===== config.mk =====
export PLATFORM = sky130hd
export DESIGN_NAME = dac_path_ctrl
export DESIGN_NICKNAME = d
export VERILOG_FILES = /design/src/dac_path_ctrl.v
export VERILOG_INCLUDE_DIRS = /design/src
export SDC_FILE = /design/constraint.sdc
export NUM_CORES = 1
export LEC_CHECK = 0
export BUFFER_PORTS_ARGS = -buffer_cell sky130_fd_sc_hd__buf_2
export CAP_MARGIN = 40
export CELL_PAD_IN_SITES_DETAIL_PLACEMENT = 1
export CELL_PAD_IN_SITES_GLOBAL_PLACEMENT = 1
export CORE_ASPECT_RATIO = 1.75
export CORE_MARGIN = 5
export CORE_UTILIZATION = 47
export CTS_BUF_LIST = sky130_fd_sc_hd__clkbuf_4 sky130_fd_sc_hd__clkbuf_8
export CTS_CLUSTER_SIZE = 20
export DETAILED_ROUTE_END_ITERATION = 10
export PLACE_DENSITY_LB_ADDON = 0.15
export SYNTH_ARGS = -nofsm -noshare
export SYNTH_HDL_FRONTEND = slang
export SYNTH_SLANG_ARGS = --single-unit

===== constraint.sdc =====
create_clock -name clock_i -period 8.3 [get_ports clock_i]
set_clock_uncertainty 0.15 [all_clocks]
set_input_delay 0 -clock clock_i [delete_from_list [all_inputs] [get_ports clock_i]]
set_output_delay 0 -clock clock_i [all_outputs]
set_load 0.05 [all_outputs]

===== src/dac_path_ctrl_defines.vh =====
/*
 * Constants for the playback processing-path control register bank.
 * Assumes inclusion by bare name from the design file.
 */
`ifndef DAC_PATH_CTRL_DEFINES_VH
`define DAC_PATH_CTRL_DEFINES_VH

// Register addresses on the serial control bus.
`define ADDR_BLOCK_SELECT   7'h3c
`define ADDR_RSVD_SELECT    7'h3d
`define ADDR_MODE_CONTROL   7'h3e
`define ADDR_PATH_SETUP     7'h3f
`define ADDR_VOLUME_MUTE    7'h40

// Reset values.
`define RST_BLOCK_SELECT    8'h01
`define RST_RSVD_SELECT     8'h08
`define RST_MODE_CONTROL    8'h00
`define RST_PATH_SETUP      8'h14
`define RST_VOLUME_MUTE     8'h0c
`define RST_SEL_LIVE        5'h01
`define RST_PATH_LIVE       2'h1
`define RDATA_IDLE          8'h00

// Field positions.
`define SEL_MSB             4
`define SEL_LSB             0
`define AUX_A_BIT           2
`define AUX_B_BIT           1
`define PC_FREE_BIT         0
`define POWER_BIT           7
`define PATH_MSB            5
`define PATH_LSB            4
`define STEP_MSB            1
`define STEP_LSB            0
`define MUTE_BIT            3

// Processing-select codes.
`define SEL_ENGINE          5'h00
`define SEL_BLK4            5'h04
`define SEL_BLK6            5'h06
`define SEL_BLK12           5'h0c
`define SEL_BLK16           5'h10
`define SEL_BLK20           5'h14
`define SEL_BLK22           5'h16
`define BLOCK_NONE          5'h00

// Path-select codes.
`define PATH_OFF            2'h0
`define PATH_LEFT           2'h1
`define PATH_RIGHT          2'h2
`define PATH_AVG            2'h3

// Soft-step codes.
`define STEP_EVERY          2'h0
`define STEP_EVERY_TWO      2'h1
`define STEP_NONE           2'h2
`define VOL_STEP            8'h01

`endif


===== src/dac_path_ctrl.v =====
/*
 * Register bank steering the mono playback path: processing engine or
 * fixed block choice, engine branch conditions and counter restart,
 * power, channel mix, volume soft-stepping and mute.
 * Assumes register writes arrive as decoded address/data strobes from
 * the serial control interface, and a one-cycle frame start and sample
 * strobe from the audio clock divider, all on clock_i.
 * Read data is registered: it shows the addressed register one clock
 * after the address is presented, which the host must allow for.
 */
// Notes on behaviour
// - Select code zero routes through programmable engine.
// - Codes map onto fixed blocks 4-6, 12-16, 20-22.
// - Mode bit 2 is branch condition A.
// - Mode bit 1 is branch condition B.
// - Mode bit 0 clear restarts counter each frame.
// - Setup bit 7 powers converter; resets low.
// - Path field picks off, left, right, average.
// - Step code 00 moves one step per sample.
// - Code 01 every two samples; 10 immediate.
// - Mute bit holds output muted; resets muted.
`timescale 1ns/100ps
`default_nettype none
`include "dac_path_ctrl_defines.vh"

module dac_path_ctrl (
  // Clock and reset.
  input  wire        clock_i,
  input  wire        rstn_i,
  // Register access from the serial control interface.
  input  wire        reg_wr_i,
  input  wire [6:0]  reg_addr_i,
  input  wire [7:0]  reg_wdata_i,
  output reg  [7:0]  reg_rdata_o,
  // Audio timing and samples.
  input  wire        frame_start_i,
  input  wire        sample_tick_i,
  input  wire [23:0] left_i,
  input  wire [23:0] right_i,
  // Volume request from the gain logic.
  input  wire [7:0]  volume_target_i,
  // Engine controls.
  output reg         engine_select_o,
  output reg  [4:0]  fixed_block_o,
  output reg         aux_cond_a_o,
  output reg         aux_cond_b_o,
  output reg         pc_clear_o,
  // Converter controls and data.
  output reg         power_up_o,
  output reg         mute_o,
  output reg  [23:0] mono_o,
  output reg  [7:0]  volume_now_o
);

  reg  [7:0]  block_select;
  reg  [7:0]  rsvd_select;
  reg  [7:0]  mode_control;
  reg  [7:0]  path_setup;
  reg  [7:0]  volume_mute;
  reg  [4:0]  sel_live;
  reg  [1:0]  path_live;
  reg         step_half;
  reg  [24:0] mix_sum;
  reg  [23:0] next_mono;
  reg         step_due;
  wire [4:0]  sel_new = block_select[`SEL_MSB:`SEL_LSB];
  wire [1:0]  step_code = path_setup[`STEP_MSB:`STEP_LSB];

  ////////////////////////////////////////////////////////////////////////
  // Register writes. Every bit is stored as written, reserved bits too,
  // so reads return exactly what the host last wrote. Writes to unmapped
  // addresses are dropped.
  always @(posedge clock_i or negedge rstn_i) begin
    if (!rstn_i) begin
      block_select <= `RST_BLOCK_SELECT;
      rsvd_select  <= `RST_RSVD_SELECT;
      mode_control <= `RST_MODE_CONTROL;
      path_setup   <= `RST_PATH_SETUP;  // Power bit starts low.
      volume_mute  <= `RST_VOLUME_MUTE; // Mute bit starts set.
    end else if (reg_wr_i) begin
      case (reg_addr_i)
        `ADDR_BLOCK_SELECT: block_select <= reg_wdata_i;
        `ADDR_RSVD_SELECT:  rsvd_select  <= reg_wdata_i;
        `ADDR_MODE_CONTROL: mode_control <= reg_wdata_i;
        `ADDR_PATH_SETUP:   path_setup   <= reg_wdata_i;
        `ADDR_VOLUME_MUTE:  volume_mute  <= reg_wdata_i;
        default: begin
        end
      endcase
    end
  end

  // Read data register; unmapped addresses read zero. Registering it
  // keeps the read port glitch-free, at the price of one clock of delay.
  always @(posedge clock_i or negedge rstn_i) begin
    if (!rstn_i) begin
      reg_rdata_o <= `RDATA_IDLE;
    end else begin
      case (reg_addr_i)
        `ADDR_BLOCK_SELECT: reg_rdata_o <= block_select;
        `ADDR_RSVD_SELECT:  reg_rdata_o <= rsvd_select;
        `ADDR_MODE_CONTROL: reg_rdata_o <= mode_control;
        `ADDR_PATH_SETUP:   reg_rdata_o <= path_setup;
        `ADDR_VOLUME_MUTE:  reg_rdata_o <= volume_mute;
        default:            reg_rdata_o <= `RDATA_IDLE;
      endcase
    end
  end

  ////////////////////////////////////////////////////////////////////////
  // Frame-aligned copies of the routing fields, so a frame never sees a
  // half-changed configuration. They start from the register reset
  // fields, so the first frame sees the settings that a read reports.
  always @(posedge clock_i or negedge rstn_i) begin
    if (!rstn_i) begin
      sel_live  <= `RST_SEL_LIVE;
      path_live <= `RST_PATH_LIVE;
    end else if (frame_start_i) begin
      sel_live  <= sel_new;
      path_live <= path_setup[`PATH_MSB:`PATH_LSB];
    end
  end

  // Decode the live select code onto the engine or a fixed block.
  // Reserved codes select neither; output then carries no block.
  // Registering the decode keeps comparator glitches off the outputs.
  always @(posedge clock_i or negedge rstn_i) begin
    if (!rstn_i) begin
      engine_select_o <= 1'b0;
      fixed_block_o   <= `BLOCK_NONE;
    end else begin
      engine_select_o <= (sel_live == `SEL_ENGINE);
      if ((sel_live >= `SEL_BLK4 && sel_live <= `SEL_BLK6) ||
          (sel_live >= `SEL_BLK12 && sel_live <= `SEL_BLK16) ||
          (sel_live >= `SEL_BLK20 && sel_live <= `SEL_BLK22))
        fixed_block_o <= sel_live;
      else
        fixed_block_o <= `BLOCK_NONE;
    end
  end

  ////////////////////////////////////////////////////////////////////////
  // Engine condition bits and per-frame counter restart.
  // The clear pulse trails the frame start by one edge and lasts a cycle.
  always @(posedge clock_i or negedge rstn_i) begin
    if (!rstn_i) begin
      aux_cond_a_o <= 1'b0;
      aux_cond_b_o <= 1'b0;
      pc_clear_o   <= 1'b0;
    end else begin
      aux_cond_a_o <= mode_control[`AUX_A_BIT];
      aux_cond_b_o <= mode_control[`AUX_B_BIT];
      pc_clear_o   <= frame_start_i &
                      ~mode_control[`PC_FREE_BIT];
    end
  end

  ////////////////////////////////////////////////////////////////////////
  // Mono mix; the average keeps one extra bit so it cannot overflow.
  // Path off drives a zero sample rather than holding the last one.
  always @* begin
    mix_sum = {left_i[23], left_i} + {right_i[23], right_i};
    case (path_live)
      `PATH_LEFT:  next_mono = left_i;
      `PATH_RIGHT: next_mono = right_i;
      `PATH_AVG:   next_mono = mix_sum[24:1];
      default:     next_mono = 24'h000000;
    endcase
  end

  // Sample register, power and mute outputs.
  // Power and mute trail their register bits by one edge, matching the
  // latency of the other decoded controls.
  always @(posedge clock_i or negedge rstn_i) begin
    if (!rstn_i) begin
      mono_o     <= 24'h000000;
      power_up_o <= 1'b0;
      mute_o     <= 1'b1;
    end else begin
      if (sample_tick_i)
        mono_o <= next_mono;
      power_up_o <= path_setup[`POWER_BIT];
      mute_o     <= volume_mute[`MUTE_BIT];
    end
  end

  ////////////////////////////////////////////////////////////////////////
  // Volume soft-stepping toward the requested target.
  // Code 11 is reserved; it freezes the volume rather than guess a rate.
  always @* begin
    case (step_code)
      `STEP_EVERY:     step_due = sample_tick_i;
      `STEP_EVERY_TWO: step_due = sample_tick_i & step_half;
      default:         step_due = 1'b0;
    endcase
  end

  // Signed chase toward the target; a target that moves mid-ramp is
  // simply followed from wherever the volume stands.
  always @(posedge clock_i or negedge rstn_i) begin
    if (!rstn_i) begin
      step_half    <= 1'b0;
      volume_now_o <= 8'h00;
    end else begin
      if (sample_tick_i)
        step_half <= ~step_half;
      if (step_code == `STEP_NONE)
        volume_now_o <= volume_target_i;
      else if (step_due &&
               $signed(volume_now_o) < $signed(volume_target_i))
        volume_now_o <= volume_now_o + `VOL_STEP;
      else if (step_due &&
               $signed(volume_now_o) > $signed(volume_target_i))
        volume_now_o <= volume_now_o - `VOL_STEP;
    end
  end

endmodule

`default_nettype wire


---- Word level (Yosys, flattened, before mapping) ----
Index checks and enable logic that the tools add are counted.
storage, ports and cells
  bits of input ports ..................... 76
  bits in registers ....................... 99
  logic and storage cells ................. 65
cells by class
  multiplexer cells ....................... 7
  add/sub/neg operators ................... 3
  equality and inequality tests ........... 10
  bitwise logic cells ..................... 4
  reduce and logical (&&, ||, !) cells .... 15
  magnitude comparators ................... 8
operators with widths
  cell                 count
  $pmux 24 s3          1
  $pmux 8 s5           1
  $eq 7x6->1 const B   4
  $add 24x24->25       1
  $mux 8               3
  $le 5x5->1 const B   2
  $reduce_and 2->1     5
  $add 8x1->8 const B  1
  $gt 8x8->1           1
  $lt 8x8->1           1
  $sub 8x1->8 const B  1
  $eq 7x7->1 const B   1
  $eq 2x2->1 const B   3
  $ge 5x3->1 const B   1
  $ge 5x4->1 const B   1
  $ge 5x5->1 const B   1
  $le 5x3->1 const B   1
  $logic_and 1x1->1    5
  $logic_not 5->1      1
  $mux 5               1
  $eq 2x1->1 const B   2
  $reduce_bool 3->1    1
  $and 1x1->1          2
  $logic_not 2->1      1
  other kinds (3)      5

---- Depth between registers and ports, before layout ----
  word-level depth ........................ 6
  gate-level depth with buffers ........... 15
  depth with buffers taken out ............ 15

---- Worst setup path after synthesis ----
OpenSTA, ideal clock, no wires.
  path kind ............................... register to register
  start point ............................. register volume_now_o[1]
  end point ............................... register volume_now_o[7]
  setup slack ............................. 4,447 ps
  required time ........................... 8,073 ps
  cell stages (with the launch flop) ...... 15
  path buffers ............................ 0
  arrival time ............................ 3,625 ps
  clock period less this slack ............ 3,853 ps
  cells stage by stage .................... dfrtp_1 > ha_1 > nor2b_1 > o211ai_1 > a21oi_1 > o32a_1 > or2_2 > ha_1 > a211oi_1 > nor2_1 > o21a_1 > o41a_1 > o311ai_0 > a21oi_1 > a21oi_1
on the way
  word-level cells in the longest chain between the ends .. 4
ends and longest elaborated chain
  what                                                        RTL line                                  text
  from (decl)                                                 dac_path_ctrl.v:52                        output reg [7:0] volume_now_o
  from (signal assigned)                                      dac_path_ctrl.v:208                       volume_now_o <= volume_target_i;
  from (signal assigned)                                      dac_path_ctrl.v:211                       volume_now_o <= volume_now_o + `VOL_STEP;
  from (signal assigned)                                      dac_path_ctrl.v:214                       volume_now_o <= volume_now_o - `VOL_STEP;
  $sub 8x1->8 (no source line) or $lt 8x8->1 (tied branches)  n/a
  $mux 8 or $logic_and 1x1->1 (tied branches)                 dac_path_ctrl.v:212, dac_path_ctrl.v:209
  $mux 8                                                      dac_path_ctrl.v:209                       else if (step_due &&
  $mux 8                                                      dac_path_ctrl.v:207                       if (step_code == `STEP_NONE)
Several ways; a longest one is shown, not always the timed one. The select of a mux whose other input is x is not followed.
A chain may end at the register's enable or synchronous reset.

---- Final worst setup path ----
Ends and elaborated chain as after synthesis.

==> metrics.md <==
| Metric | Value |
|---|---|
| Worst setup SP type | flop |
| Final Hold Fails | 0 |
| Relative slew slack | 0.459 |
| N_diodes | 0 |
| Max-cap check violation count | 0 |
| Clock Tree Buf Depth | 2 |
| CP Class | flop to flop |
| CTS tree | yes |
| Leading cell type in the layout, fill and taps excluded | buf_2 |
| Num rows | 54 |
| CP arrival | ~4 ns |
| TNS Setup | 0 ns |
| Detailed Route Iter0 Violations | between 150 and 200 |
| # hold bufs at CTS | 72 |
| Max Slew Vio Count | 0 |
| Core area | about 12000 um2 |
| Pwr Total | 0.00164 W |
| Vias | 5652 |
| Core Util, Final | 0.618 |
| Worst R2R Start | volume_now_o[1] |
| Drt wl/cell | approximately 20 um |
| Drt total wl | 19.3 mm |
| DRC viols | 0 |
| Synth top area share | 0.376 |
| Die area | roughly 15000 um2 |
| Layout cells sized above 1 | 0.273 |
| Syn nets | about 720 |
| Vias in the first global route | ~6400 |
| Mapped Area | about 6000 um2 |
| Largest cells by area after synthesis | dfrtp_1 (38%), mux2_2 (9.0%), ha_1 (7.9%) |
| Most frequent cells in the layout | buf_2 (125), dfrtp_1 (90), dlygate4sd3_1 (72), nand2_1 (52), mux2_2 (48) |
| Crit path time final | 3.89 ns |
| Num ports | roughly 130 |
| ANT nets after route | 0 |
| Largest area contributor in the netlist | dfrtp_1 |
| Gr ovfl total | 0 |
| Total CTS buffers | 9 |
| Met3 WL | approximately 950 um |
| Post-synthesis cell count | 602 |
| Pleak | about 3.7 nW |
| Cell area after layout | between 7000 and 8000 um2 |
| Die Ht | between 150 and 200 um |
| CTS resizes | 0 |
| Metal2 WL | roughly 11 mm |
| Vias per std cell | about 5.9 |
| Unrepaired setup endpoints after global routing | false |
| PortBufs | 126 |
| Clk slew on worst S/H paths | about 0.11 ns |
| Pwr/cell area | around 210 nW/um2 |
| FF-to-FF End | volume_now_o[7] |
| Crit. End Element | flop |
| Final period utilization | 0.469 |
| Met1 WL | around 7 mm |
| Placed Area | a little under 7000 um2 |
| Htree depth | 3 |
| Global-route wire length before repair | 31.2 mm |
| Die width | between 90 and 100 um |
| Worst hold path class | input pin to asynchronous set/reset pin |
| GRT Util Overall | 0.261 |
| DR pass1 iterations | 6 |
| Post-synth EDFFs | 0 |
| Pin count of the biggest net entering global routing | 58 |
| Syn-to-layout area delta | 29.0% |
| Final setup vio count | 0 |
| Max Clock Freq | roughly 0.26 GHz |
| DP HPWL | between 10 and 15 mm |
| R2R setup slack | about 4.4 ns |
| Cell variety after synth | 63 |
| NumNets Final | 907 |
| Outcome | finished clean |
| Post-synth ARST share | 1.00 |
| Top sig layer | met4 |
| Post-CTS Setup Inserts | 0 |
| Synthesis Warnings | 0 |
| Ys flop type | dfrtp_1 |
| Crit path required time | 8.44 ns |
| Worst vdd rail ir drop | between 0.15 and 0.2 mV |
| Root Driver | clkbuf_8 |
| Mean Syn Cell Area | between 9 and 10 um2 |
| Inst Count DP | ~880 |
| Least-Margin Pin Slew | approximately 0.79 ns |
| Max FO, Critical Path | 10 |
| Yosys reg bits | roughly 100 |
| Initial Utilization | 0.479 |
| Number of fillers in the final layout | ~1400 |
| Gp weighted congestion | 0.882 |
| Skew-Pair Late Insertion Delay | 0.38 ns |
| Seq/Total Area, Yosys | 0.416 |
| Clock Sinks | 99 |
| Initial antenna violation count | 0 |
| Worst reg-to-reg path cell count | 14 |
| Post-layout instance count excluding filler cells | 964 |
sequential cells by signal (all words and copies together), names as in the netlist, 2 cells and up:
signal,count
mono_o,24
block_select,8
mode_control,8
path_setup,8
reg_rdata_o,8
rsvd_select,8
volume_mute,8
volume_now_o,8
fixed_block_o,5
sel_live,5
path_live,2
logic make-up (layout without fill, tap and decap cells):
kind of cell | after synthesis | in the layout | share of synthesized area
buffers and inverters | 45 | 239 | 0.0282
muxes | 53 | 53 | 0.0986
adders and majority gates | 41 | 41 | 0.0878
xor gates and xnor gates | 22 | 22 | 0.0322
AOI/OAI and AO/OA | 186 | 186 | 0.209
and+or+nand+nor | 156 | 156 | 0.129
DFF | 99 | 99 | 0.416
cell usage after synthesis (2+ instances only):
cell	number
a221o_1	2
xor2_1	13
o21a_1	6
dfrtp_1	90
dfstp_2	9
and3_1	8
o211ai_1	6
buf_1	3
a211oi_1	6
a21o_1	10
inv_1	20
mux2i_1	5
a222oi_1	8
nor2b_1	8
xnor2_1	9
a21oi_1	39
fa_1	2
ha_1	38
o31ai_1	2
nor3_1	9
o21ai_0	43
nand2b_1	7
nand3_1	12
nand4_1	6
o21bai_1	4
nor2_1	38
a221oi_1	2
nor3b_1	2
clkbuf_1	22
mux2_2	48
a22oi_1	26
and3b_1	2
o221a_2	2
or4_1	3
a31oi_1	10
o22ai_1	2
nand2_1	52
a31o_2	2
a2111oi_0	2
where the power goes:
part           internal, W  switching, W  leakage [nW]
Clock             0.000117      0.000193        0.0972
Sequential        0.000544     0.0000566          1.27
Combinational     0.000288      0.000438          2.31
Total             0.000949      0.000687          3.68
worst max-delay path: stages, from the launching register on:
cell and delay (ns):
dfrtp_1 0.46, ha_1 0.32, nor2b_1 0.14, o211ai_1 0.15
a21oi_1 0.09, o32a_1 0.38, or2_2 0.42, ha_1 0.33
a211oi_1 0.21, nor2_1 0.09, o21a_1 0.19, o41a_1 0.38
o311ai_0 0.30, a21oi_1 0.08, a21oi_1 0.13
area by class of cell:
cell class	count	area, um2	share of cell area
Sequential cell	99	2490	0.322
Timing Repair Buffer	203	1420	0.184
Tap cell	168	210	0.0272
Inverter	20	75.1	0.00972
Clock inverter	7	73.8	0.00956
Multi-Input combinational cell	458	3330	0.431
Clock buffer	9	124	0.0160
per-layer routing:
metal,GRT usage,vias to the layer above
met5,0,-
met4,0.110,0
met3,0.0463,55
met2,0.493,171
met1,0.271,2804
li1,-,2622
how the worst max path moves through the flow:
stage	start	end	slack (ns)	cells after the start
after CTS	volume_now_o[1]	volume_now_o[7]	4.38	14
after global placement	volume_now_o[1]	volume_now_o[7]	4.58	14
after global routing	volume_now_o[1]	volume_now_o[7]	4.18	14
final	volume_now_o[1]	volume_now_o[7]	4.41	14
after floorplan	volume_now_o[1]	volume_now_o[7]	4.45	14
after detailed placement	volume_now_o[1]	volume_now_o[7]	4.42	14
through the flow:
| stage | setup WS [ns] | hold slack, ns |
|---|---|---|
| 3_3_place_gp | 4.58 | -0.121 |
| 4_1_cts | 4.38 | 0.0114 |
| 2_1_floorplan | 4.45 | -0.446 |
| 5_1_grt | 4.18 | 0.0321 |
| 6_report | 4.41 | 0.00960 |
| 3_5_place_dp | 4.42 | -0.101 |
No activity file was read; power rests on OpenSTA's default activity.
